### src/include/cbs_consts.vh
// Constants for the CAN error counter and bit timing block
`ifndef CBS_CONSTS_VH
`define CBS_CONSTS_VH

// ----------------------------------------
// Register byte offsets
// ----------------------------------------
`define CBS_ADR_CFG       8'h00
`define CBS_ADR_STAT      8'h04

// ----------------------------------------
// Config field positions and reset values
// ----------------------------------------
`define CBS_PSC_LSB       0
`define CBS_PSC_W         6
`define CBS_PROP_LSB      8
`define CBS_PS1_LSB       12
`define CBS_PS2_LSB       16
`define CBS_SEG_W         3
`define CBS_FRS_BIT       24
`define CBS_PSC_RST       6'h00
`define CBS_PROP_RST      3'h1
`define CBS_PS1_RST       3'h3
`define CBS_PS2_RST       3'h3
`define CBS_FRS_RST       1'b0

// ----------------------------------------
// Status field positions
// ----------------------------------------
`define CBS_ST_TEC_LSB    0
`define CBS_ST_REC_LSB    8
`define CBS_ST_PAS_BIT    16
`define CBS_ST_BOFF_BIT   17
`define CBS_ST_SEG_LSB    18

// ----------------------------------------
// Counting figures
// ----------------------------------------
`define CBS_TEC_STEP      9'h008
`define CBS_PASSIVE_LIM   8'h7f
`define CBS_DOM_ACT       4'he
`define CBS_DOM_PAS       4'h8
`define CBS_RJW_MAX       4'h4
`define CBS_RCV_RUN       4'hb
`define CBS_RCV_GROUPS    8'h7f

// ----------------------------------------
// Bit segment states
// ----------------------------------------
`define CBS_SEG_SYNC      2'h0
`define CBS_SEG_PROP      2'h1
`define CBS_SEG_PH1       2'h2
`define CBS_SEG_PH2       2'h3

`endif

### src/logic/cbs_top.v
// CAN transmit error counting, fault states and bit-time synchronisation
//
// The Wishbone slave port and the address map were chosen for this implementation.
`timescale 1ns/1ns
`include "cbs_consts.vh"

// What this block does
// - Bit error in active flag adds 8
// - Dominant runs after flags add 8
// - Other transmit errors add 8
// - Success lowers nonzero count by one
// - Arbitration stuff error leaves count unchanged
// - Passive ack error, quiet flag: no add
// - Passive node ack errors never add
// - Idle falling edge hard-syncs bit timing
// - Bit: sync, prop, phase1, phase2
// - Propagation segment one to eight quanta
// - Phase segments one to eight quanta
// - Edge in prop/phase1 lengthens phase1
// - Edge in phase2 shortens phase2
// - One soft resync per bit
// - Sample at phase boundary, transmit after
// - Jump width is min(4, phase length)
// - Phase2 never below one quantum
// - Passive above 127, active below 128
// - Transmit overflow enters bus-off, drivers off
// - Bus-off recovery by selected mode
// - Leaving bus-off clears both counters
module cbs_top (
    input  wire        CLK_SYS,
    input  wire        RESET,
    input  wire        WB_CYC_I,
    input  wire        WB_STB_I,
    input  wire        WB_WE_I,
    input  wire [7:0]  WB_ADR_I,
    input  wire [3:0]  WB_SEL_I,
    input  wire [31:0] WB_DAT_I,
    output reg  [31:0] WB_DAT_O,
    output reg         WB_ACK_O,
    input  wire        CAN_RX,
    output reg         CAN_TX,
    output reg         CAN_TX_OE,
    input  wire        TX_BIT,
    input  wire        BUS_IDLE,
    input  wire        FRAME_RX,
    input  wire        EV_BIT_ERR_FLAG,
    input  wire        EV_TX_ERR,
    input  wire        ERR_IS_ACK,
    input  wire        ERR_STUFF_ARB,
    input  wire        PFLAG_DOM_SEEN,
    input  wire        EV_FLAG_END_ACT,
    input  wire        EV_FLAG_END_PAS,
    input  wire        EV_VALID,
    input  wire [7:0]  REC_VALUE,
    output reg         SAMPLE_PT,
    output reg         RX_BIT,
    output reg         TX_POINT,
    output reg  [7:0]  TEC_VALUE,
    output reg         ERR_PASSIVE,
    output reg         BUS_OFF,
    output reg         REC_CLEAR
);

    // ----------------------------------------
    // Helpers
    // ----------------------------------------
    function [3:0] jump_width;
        input [3:0] len;
        begin
            if (len < `CBS_RJW_MAX)
                jump_width = len;
            else
                jump_width = `CBS_RJW_MAX;
        end
    endfunction

    function [3:0] seg_len;
        input [2:0] setting;
        begin
            seg_len = {1'b0, setting} + 4'h1;
        end
    endfunction

    // ----------------------------------------
    // Declarations
    // ----------------------------------------
    reg  [5:0] psc_reg;
    reg  [2:0] prop_reg;
    reg  [2:0] ps1_reg;
    reg  [2:0] ps2_reg;
    reg        frs_reg;
    reg        rx_s1_reg;
    reg        rx_s2_reg;
    reg        rx_s3_reg;
    reg  [5:0] div_reg;
    reg  [1:0] seg_reg;
    reg  [3:0] cnt_reg;
    reg  [3:0] ext_reg;
    reg  [3:0] shr_reg;
    reg        resynced_reg;
    reg  [3:0] dom_cnt_reg;
    reg  [3:0] dom_lim_reg;
    reg        dom_arm_reg;
    reg  [3:0] run_reg;
    reg  [7:0] grp_reg;
    reg  [3:0] cur_len;
    reg  [3:0] ph2_len;
    wire [8:0] tec_sum;
    wire       tq_en;
    wire       fall;
    wire       hard_sync;
    wire       soft_ok;
    wire       seg_end;
    wire       dom_hit;
    wire       ack_exempt;
    wire       tec_inc;
    wire       tec_dec;
    wire       wr_cfg;
    wire       rx_sample;
    wire [3:0] rjw1;
    wire [3:0] rjw2;
    wire [3:0] ps2_full;

    assign tq_en    = (div_reg == psc_reg);
    assign fall     = rx_s3_reg & ~rx_s2_reg;
    assign rx_sample = rx_s2_reg;
    assign rjw1     = jump_width(seg_len(ps1_reg));
    assign rjw2     = jump_width(seg_len(ps2_reg));
    assign ps2_full = seg_len(ps2_reg);
    assign hard_sync = fall & BUS_IDLE;
    assign soft_ok  = fall & FRAME_RX & ~BUS_IDLE & ~resynced_reg;

    // ----------------------------------------
    // Segment lengths
    // ----------------------------------------
    always @* begin
        if (ps2_full > shr_reg + 4'h1)
            ph2_len = ps2_full - shr_reg;
        else
            ph2_len = 4'h1;
        case (seg_reg)
            `CBS_SEG_SYNC: cur_len = 4'h1;
            `CBS_SEG_PROP: cur_len = seg_len(prop_reg);
            `CBS_SEG_PH1:  cur_len = seg_len(ps1_reg) + ext_reg;
            `CBS_SEG_PH2:  cur_len = ph2_len;
            default:       cur_len = 4'h1;
        endcase
    end

    assign seg_end = tq_en & (cnt_reg + 4'h1 >= cur_len);

    // ----------------------------------------
    // Pin synchroniser
    // ----------------------------------------
    always @(posedge CLK_SYS) begin
        if (RESET) begin
            rx_s1_reg <= 1'b1;
            rx_s2_reg <= 1'b1;
            rx_s3_reg <= 1'b1;
        end else begin
            rx_s1_reg <= CAN_RX;
            rx_s2_reg <= rx_s1_reg;
            rx_s3_reg <= rx_s2_reg;
        end
    end

    // ----------------------------------------
    // Quantum divider and bit segments
    // ----------------------------------------
    always @(posedge CLK_SYS) begin
        if (RESET) begin
            div_reg      <= 6'h00;
            seg_reg      <= `CBS_SEG_SYNC;
            cnt_reg      <= 4'h0;
            ext_reg      <= 4'h0;
            shr_reg      <= 4'h0;
            resynced_reg <= 1'b0;
            SAMPLE_PT    <= 1'b0;
            RX_BIT       <= 1'b1;
            TX_POINT     <= 1'b0;
            CAN_TX       <= 1'b1;
            CAN_TX_OE    <= 1'b0;
        end else begin
            SAMPLE_PT <= 1'b0;
            TX_POINT  <= 1'b0;
            CAN_TX_OE <= ~BUS_OFF;
            if (BUS_OFF)
                CAN_TX <= 1'b1;
            if (hard_sync) begin
                div_reg      <= 6'h00;
                seg_reg      <= `CBS_SEG_SYNC;
                cnt_reg      <= 4'h0;
                ext_reg      <= 4'h0;
                shr_reg      <= 4'h0;
                resynced_reg <= 1'b1;
            end else begin
                if (tq_en)
                    div_reg <= 6'h00;
                else
                    div_reg <= div_reg + 6'h01;
                if (soft_ok && (seg_reg == `CBS_SEG_PROP || seg_reg == `CBS_SEG_PH1)) begin
                    ext_reg      <= rjw1;
                    resynced_reg <= 1'b1;
                end
                if (soft_ok && seg_reg == `CBS_SEG_PH2) begin
                    shr_reg      <= rjw2;
                    resynced_reg <= 1'b1;
                end
                if (seg_end) begin
                    cnt_reg <= 4'h0;
                    case (seg_reg)
                        `CBS_SEG_SYNC: seg_reg <= `CBS_SEG_PROP;
                        `CBS_SEG_PROP: seg_reg <= `CBS_SEG_PH1;
                        `CBS_SEG_PH1: begin
                            seg_reg   <= `CBS_SEG_PH2;
                            SAMPLE_PT <= 1'b1;
                            RX_BIT    <= rx_sample;
                        end
                        `CBS_SEG_PH2: begin
                            seg_reg      <= `CBS_SEG_SYNC;
                            ext_reg      <= 4'h0;
                            shr_reg      <= 4'h0;
                            resynced_reg <= 1'b0;
                            TX_POINT     <= 1'b1;
                            if (!BUS_OFF)
                                CAN_TX <= TX_BIT;
                        end
                        default: seg_reg <= `CBS_SEG_SYNC;
                    endcase
                end else if (tq_en) begin
                    cnt_reg <= cnt_reg + 4'h1;
                end
            end
        end
    end

    // ----------------------------------------
    // Dominant runs after error flags
    // ----------------------------------------
    assign dom_hit = dom_arm_reg & SAMPLE_PT & ~RX_BIT & (dom_cnt_reg + 4'h1 == dom_lim_reg);

    always @(posedge CLK_SYS) begin
        if (RESET) begin
            dom_arm_reg <= 1'b0;
            dom_cnt_reg <= 4'h0;
            dom_lim_reg <= `CBS_DOM_ACT;
        end else if (EV_FLAG_END_ACT || EV_FLAG_END_PAS) begin
            dom_arm_reg <= 1'b1;
            dom_cnt_reg <= 4'h0;
            dom_lim_reg <= EV_FLAG_END_ACT ? `CBS_DOM_ACT : `CBS_DOM_PAS;
        end else if (dom_arm_reg && SAMPLE_PT) begin
            if (RX_BIT) begin
                dom_arm_reg <= 1'b0;
            end else if (dom_hit) begin
                dom_cnt_reg <= 4'h0;
                dom_lim_reg <= `CBS_DOM_PAS;
            end else begin
                dom_cnt_reg <= dom_cnt_reg + 4'h1;
            end
        end
    end

    // ----------------------------------------
    // Transmit error counter and fault states
    // ----------------------------------------
    assign ack_exempt = ERR_IS_ACK & ERR_PASSIVE & (~PFLAG_DOM_SEEN | ERR_PASSIVE);
    assign tec_inc = ~BUS_OFF & (EV_BIT_ERR_FLAG | dom_hit
                     | (EV_TX_ERR & ~ERR_STUFF_ARB & ~ack_exempt));
    assign tec_dec = ~BUS_OFF & EV_VALID & (TEC_VALUE != 8'h00);
    assign tec_sum = {1'b0, TEC_VALUE} + `CBS_TEC_STEP;

    always @(posedge CLK_SYS) begin
        if (RESET) begin
            TEC_VALUE   <= 8'h00;
            ERR_PASSIVE <= 1'b0;
            BUS_OFF     <= 1'b0;
            REC_CLEAR   <= 1'b0;
            run_reg     <= 4'h0;
            grp_reg     <= 8'h00;
        end else begin
            REC_CLEAR <= 1'b0;
            if (tec_inc) begin
                if (tec_sum[8]) begin
                    TEC_VALUE <= 8'hff;
                    BUS_OFF   <= 1'b1;
                    run_reg   <= 4'h0;
                    grp_reg   <= 8'h00;
                end else begin
                    TEC_VALUE <= tec_sum[7:0];
                end
            end else if (tec_dec) begin
                TEC_VALUE <= TEC_VALUE - 8'h01;
            end
            if (BUS_OFF && SAMPLE_PT) begin
                if (RX_BIT) begin
                    if (run_reg + 4'h1 == `CBS_RCV_RUN) begin
                        run_reg <= 4'h0;
                        if (grp_reg == `CBS_RCV_GROUPS) begin
                            BUS_OFF   <= 1'b0;
                            TEC_VALUE <= 8'h00;
                            REC_CLEAR <= 1'b1;
                            grp_reg   <= 8'h00;
                        end else begin
                            grp_reg <= grp_reg + 8'h01;
                        end
                    end else begin
                        run_reg <= run_reg + 4'h1;
                    end
                end else if (frs_reg) begin
                    run_reg <= 4'h0;
                end
            end
            ERR_PASSIVE <= BUS_OFF | (TEC_VALUE > `CBS_PASSIVE_LIM) | (REC_VALUE > `CBS_PASSIVE_LIM);
        end
    end

    // ----------------------------------------
    // Wishbone slave
    // ----------------------------------------
    assign wr_cfg = WB_CYC_I & WB_STB_I & WB_WE_I & WB_ACK_O & (WB_ADR_I == `CBS_ADR_CFG);

    always @(posedge CLK_SYS) begin
        if (RESET) begin
            WB_ACK_O <= 1'b0;
            WB_DAT_O <= 32'h00000000;
            psc_reg  <= `CBS_PSC_RST;
            prop_reg <= `CBS_PROP_RST;
            ps1_reg  <= `CBS_PS1_RST;
            ps2_reg  <= `CBS_PS2_RST;
            frs_reg  <= `CBS_FRS_RST;
        end else begin
            WB_ACK_O <= WB_CYC_I & WB_STB_I & ~WB_ACK_O;
            WB_DAT_O <= 32'h00000000;
            if (WB_CYC_I && WB_STB_I && !WB_ACK_O) begin
                case (WB_ADR_I)
                    `CBS_ADR_CFG: begin
                        WB_DAT_O[`CBS_PSC_LSB +: `CBS_PSC_W]  <= psc_reg;
                        WB_DAT_O[`CBS_PROP_LSB +: `CBS_SEG_W] <= prop_reg;
                        WB_DAT_O[`CBS_PS1_LSB +: `CBS_SEG_W]  <= ps1_reg;
                        WB_DAT_O[`CBS_PS2_LSB +: `CBS_SEG_W]  <= ps2_reg;
                        WB_DAT_O[`CBS_FRS_BIT]                <= frs_reg;
                    end
                    `CBS_ADR_STAT: begin
                        WB_DAT_O[`CBS_ST_TEC_LSB +: 8] <= TEC_VALUE;
                        WB_DAT_O[`CBS_ST_REC_LSB +: 8] <= REC_VALUE;
                        WB_DAT_O[`CBS_ST_PAS_BIT]      <= ERR_PASSIVE;
                        WB_DAT_O[`CBS_ST_BOFF_BIT]     <= BUS_OFF;
                        WB_DAT_O[`CBS_ST_SEG_LSB +: 2] <= seg_reg;
                    end
                    default: WB_DAT_O <= 32'h00000000;
                endcase
            end
            if (wr_cfg) begin
                if (WB_SEL_I[0])
                    psc_reg <= WB_DAT_I[`CBS_PSC_LSB +: `CBS_PSC_W];
                if (WB_SEL_I[1]) begin
                    prop_reg <= WB_DAT_I[`CBS_PROP_LSB +: `CBS_SEG_W];
                    ps1_reg  <= WB_DAT_I[`CBS_PS1_LSB +: `CBS_SEG_W];
                end
                if (WB_SEL_I[2])
                    ps2_reg <= WB_DAT_I[`CBS_PS2_LSB +: `CBS_SEG_W];
                if (WB_SEL_I[3])
                    frs_reg <= WB_DAT_I[`CBS_FRS_BIT];
            end
        end
    end

endmodule

### config.mk
export PLATFORM = sky130hd
export DESIGN_NAME = cbs_top
export DESIGN_NICKNAME = d
export VERILOG_FILES = /design/src/logic/cbs_top.v
export VERILOG_INCLUDE_DIRS = /design/src /design/src/include
export SDC_FILE = /design/constraint.sdc
export NUM_CORES = 1
export LEC_CHECK = 0
export ABC_CLOCK_PERIOD_IN_PS = 9800
export BUFFER_PORTS_ARGS = -buffer_cell sky130_fd_sc_hd__buf_2
export CAP_MARGIN = 0
export CORE_AREA = 2 2 139 155
export CTS_CLUSTER_SIZE = 40
export DETAILED_ROUTE_END_ITERATION = 7
export DIE_AREA = 0 0 141 157
export GPL_ROUTABILITY_DRIVEN = 0
export PLACE_DENSITY = 0.54
export SLEW_MARGIN = 20
export SYNTH_ARGS = -nofsm -noshare
export SYNTH_HDL_FRONTEND = slang
export SYNTH_SLANG_ARGS = --single-unit
### constraint.sdc
create_clock -name CLK_SYS -period 9.8 [get_ports CLK_SYS]
set_clock_uncertainty 0.2 [all_clocks]
set_input_delay 1.47 -clock CLK_SYS [delete_from_list [all_inputs] [get_ports CLK_SYS]]
set_output_delay 1.47 -clock CLK_SYS [all_outputs]
set_load 0.01 [all_outputs]
== Yosys cells after proc, flatten, opt, wreduce, memory -nomap -nowiden ==
Cells that the tools add are included.

* Reduce and logical (&&, ||, !) cells: 32
* Bitwise logic cells: 42
* Add/sub/neg operators: 13
* Muxes and demuxes: 62
* Eq/ne operators: 9
* $lt $le $gt $ge: 6

{| class="wikitable"
|+ Operators by type and width
! cell !! number
|-
| $mux 8 || 13
|-
| $mux 4 || 20
|-
| $mux 1 || 22
|-
| $and 1x1->1 || 21
|-
| $pmux 3 s2 || 3
|-
| $add 4x1->4 const B || 4
|-
| $gt 8x7->1 const B || 2
|-
| $not 1->1 || 16
|-
| $pmux 4 s4 || 1
|-
| $reduce_or 3->1 || 5
|-
| $add 3x1->4 const B || 3
|-
| $pmux 6 s2 || 1
|-
| $reduce_and 2->1 || 6
|-
| $add 8x4->9 const B || 1
|-
| $add 8x1->8 const B || 1
|-
| $eq 8x3->1 const B || 1
|-
| $eq 8x7->1 const B || 1
|-
| $logic_not 8->1 || 1
|-
| $lt 4x3->1 const B || 2
|-
| $pmux 2 s4 || 1
|-
| $reduce_bool 8->1 || 1
|-
| $sub 8x1->8 const B || 1
|-
| $add 6x1->6 const B || 1
|-
| $eq 6x6->1 || 1
|-
| other kinds (19) || 35
|}

* Input bits: 69
* Bits in registers: 110
* Word-level logic and storage cells: 197

== Logic depth before layout (Yosys ltp) ==
* Word-level depth: 12
* Gate-level depth with buffers: 15
* Mapped depth without buffers: 14

== Worst setup path before layout ==
No wires, ideal clock.

* Kind: register to register
* Start: register ps2_reg[0]
* End: register RX_BIT
* Period minus slack after synthesis: 3.441 ns
* Cell stages (with the launch flop): 15
* Data required time: 9.478 ns
* Arrival: 3.120 ns
* Setup slack: 6.359 ns
* Cells stage by stage: dfxtp_1 ha_1 ha_1 nor2b_1 o21a_1 o21ai_0 a21oi_1 o21ai_0 ha_1 nand2b_1 a211oi_1 o21ba_2 buf_2 nor3_1 a221o_1

* Word-level cells in the longest chain between the ends: 7
* Elaborated cells on any way between the ends: 8

{| class="wikitable"
|+ RTL lines
! element !! line !! text
|-
| start, declared || cbs_top.v:90 || <nowiki>reg [2:0] ps2_reg;</nowiki>
|-
| start signal, assigned || cbs_top.v:329 || <nowiki>ps2_reg <= `CBS_PS2_RST;</nowiki>
|-
| start signal, assigned || cbs_top.v:361 || <nowiki>ps2_reg <= WB_DAT_I[`CBS_PS2_LSB +: `CBS_SEG_W];</nowiki>
|-
| $add 3x1->4 (*) || cbs_top.v:80 || <nowiki>seg_len = {1'b0, setting} + 4'h1;</nowiki>
|-
| $sub 4x4->4 or $gt 4x4->1 (tied branches) || cbs_top.v:138, cbs_top.v:137 ||
|-
| $mux 4 (*) || cbs_top.v:137 || <nowiki>if (ps2_full > shr_reg + 4'h1)</nowiki>
|-
| $pmux 4 s4 (*) || cbs_top.v:141 || <nowiki>case (seg_reg)</nowiki>
|-
| $ge 4x4->1 (*) || cbs_top.v:150 || <nowiki>assign seg_end = tq_en & (cnt_reg + 4'h1 >= cur_len);</nowiki>
|-
| $and 1x1->1 (*) || cbs_top.v:150 ||
|-
| $reduce_and 3->1 (no source line) (*) || -- ||
|-
| end signal, assigned || cbs_top.v:217 || <nowiki>RX_BIT <= rx_sample;</nowiki>
|-
| end, declared || cbs_top.v:56 || <nowiki>output reg RX_BIT,</nowiki>
|}

Every way passes the cells marked *; elsewhere a longest branch is shown, timed or not.
A chain may end at the register's enable or synchronous reset.

==> flow_summary.toml <==
[cts]
cts_buffer_depth = 2
ctsResizeCount = 0
cts.sinks = 96
cts-root-buf = "clkbuf_16"
post_cts_buffers = 0
insertion_delay_ps = 350
cts_tree = "built"
numCtsBuffers = 9
cts_hold_buf = 0
htreeDepth = 3
clk_pin_slew_ps = 70

[timing]
setup_violations = 0
fin_crit_ps = 3995
setup_tns_ps = 0
min_period_over_period = 0.4077
slew_viol_final = 0
clock.fmax_mhz = 250.3
rsz0062_at_grt = "false"
worstMarginPinSlew_ps = 796.1
slew-limit-headroom = 0.4693
whs_ps = 213.7
hold_viol = 0

[finish]
area_delta_synth_final_pct = 18.90
largest_reg_flops = 21
drive_gt1_frac = 0.2043
final_area_um2 = 6038
nets = 754
stdcell_count = 912
antennaDiodeCount = 0

[critical_path]
timing.critical_path.buf_inv = 0
path_cells = "ha_1 > ha_1 > nor2b_1 > o21a_1 > o21ai_0 > a21oi_1 > o21ai_0 > ha_1 > nand2b_1 > a211oi_1 > o21bai_1 > a2111oi_0 > a31o_2"
cp_common_cell = "ha_1"
worstPathArrival_ps = 4090
slowest_stage = "dfxtp_1"
start_kind = "register"
crit_type = "reg2reg"
max_stage_delay_ps = 550
crit_family = "compound AO/OA/AOI/OAI gates"
required_ps = 9900
worstPathMaxFanout = 7
end_kind = "register"

[detailed_routing]
drc = 0
dr_total_vias = 4291
detail-route-antenna-nets = 0
viasPerCell = 4.705
first_iter_violations = 198
wl_um = 13240
drt_first_pass_iters = 4
avgRoutedWirePerCell_um = 14.51

[die]
die_h_um = 157
dieArea_um2 = 22140
rows = 55
initial_utilization = 0.2485
core_um2 = 20440
die_w_um = 141
pin_count = 118

[power]
vdd_drop_max_uv = 79.86
leakage_nw = 2.568
p_per_area_nw_per_um2 = 160.3

[synth]
async_reset_ff_frac = 0
synthCells = 571
synth.ff_latch_count = 96
synth_area_um2 = 5079
synth.top_cells.by_area = "dfxtp_1, ha_1, a21oi_1, mux2i_1, xor2_1"
netlist.area_leader.share = 0.3784
yosysSeqAreaShare = 0.3784
ys.warnings.count = 0
synth_top_flop_cell = "dfxtp_1"
yosysTopAreaCell = "dfxtp_1"
yosys.cell_types.count = 72
synth-edff-count = 0
avgSynthCellArea_um2 = 8.894

[global_routing]
grt_max_degree = 42
met1_usage = 0.1495
overflow = 0
busiest_layer = "met2"
gr-usage-met3 = 0.02130
grt_pass1_vias = 4099
antenna_found_initial = 1
grt_util_met2 = 0.2130
grt_pass1_wl_um = 21130
grt_usage = 0.1211

[placement]
numPlacedInstances = 896
dp_hpwl_um = 10050
portBuffers = 89
dpl-instance-area_um2 = 5729

[flow_run]
cap_violations = 0

[worst_hold_path]
hold_class = "reg2reg"

[outcome]
status = "completed"
==> cell families after synthesis <==
family / synth area share
AND/OR/NAND/NOR: 0.2089
AO/OA/AOI/OAI: 0.1727
flip-flops: 0.3784
buffers and inverters: 0.05223
adder cells (fa/ha/maj): 0.08672
XOR/XNOR: 0.05322
multiplexers: 0.04705
other: 0.0007384
==> synthesized netlist by cell type (2+ instances only) <==
library cell and instances:
clkbuf_1 11, buf_4 11, nor2_1 37, nand3b_1 12, nand2b_1 4, nor4_1 8
xor2_1 20, o2bb2ai_1 3, and3_1 18, a31o_2 2, a2111oi_0 2, or2_2 6
o21a_1 6, fa_1 2, o31ai_1 2, o211ai_1 5, o21bai_1 5, nand4_1 5
buf_2 5, nand3_1 32, inv_1 27, nor2b_1 4, nand4b_1 2, xnor2_1 9
nor3b_1 2, o32ai_1 2, a21bo_2 2, a211oi_1 15, o22ai_1 2, a211oi_2 3
nor3_1 15, a21oi_1 40, o31a_1 2, o21ai_1 2, buf_1 4, dfxtp_1 96
nand2_1 46, or3_1 4, mux2i_1 19, a31oi_1 3, o21ai_0 14, ha_1 32
==> routing by layer <==
layer	part of all wire	vias to the layer above
li1	-	2197
met1	0.45	1985
met2	0.49	95
met3	0.046	14
met4	0.015	0
met5	0	-
==> final cells by class <==
class | instances | area, µm²
repair buffers | 90 | 452.9
multi-input cells | 427 | 2933
clock buffers | 10 | 239.0
well taps | 256 | 320.3
clock inverters | 6 | 70.07
fillers | 2130 | 14400
inverters | 27 | 101.3
flip-flops and latches | 96 | 1922
==> where the power goes <==
| group | internal, W | switching, W |
|---|---|---|
| registers | 0.000405 | 0.0000232 |
| clock network | 0.000208 | 0.000162 |
| logic | 0.0000705 | 0.0000990 |
| total | 0.000683 | 0.000285 |
==> final timing paths <==
| kind | from | to | slack (ps) | depth (start not counted) |
|---|---|---|---|---|
| hold reg to reg | rx_s1_reg$_SDFF_PP1_ | rx_s2_reg$_SDFF_PP1_ | 210 | 1 |
| hold / removal | rx_s1_reg$_SDFF_PP1_ | rx_s2_reg$_SDFF_PP1_ | 210 | 1 |
| setup reg to reg | ps2_reg[0]$_SDFFE_PP1P_ | register | 5800 | 13 |
| setup / recovery | ps2_reg[0]$_SDFFE_PP1P_ | register | 5800 | 13 |
==> placed cells by master, fill, tap and decap left out, types with 4 or more instances in the layout <==
cell	instances
conb_1	11
xnor2_1	9
a21oi_1	40
inv_6	4
nand3_1	32
nand4_1	5
ha_1	32
nand2b_1	4
o21bai_1	4
or2_2	6
or3_1	4
clkbuf_16	9
o21a_1	6
a211oi_1	15
nor2b_1	4
nor4_1	8
nand3b_1	12
and3_1	18
o21ai_0	14
inv_1	27
xor2_1	20
o211ai_1	5
mux2i_1	19
nor3_1	15
nor2_1	37
buf_2	89
nand2_1	46
dfxtp_1	96
==> through the flow <==
step / util / setup WS [ps] / total power, W
2_1_floorplan: - / 6359 / 0.0005563
3_3_place_gp: 0.2801 / 5714 / 0.0006057
3_5_place_dp: 0.2803 / 5804 / 0.0006057
4_1_cts: 0.2954 / 5767 / 0.0009820
5_1_grt: 0.2954 / 5484 / 0.001021
6_report: 0.2954 / 5805 / 0.0009679
Note: power is estimated with default switching activity, not from simulation.
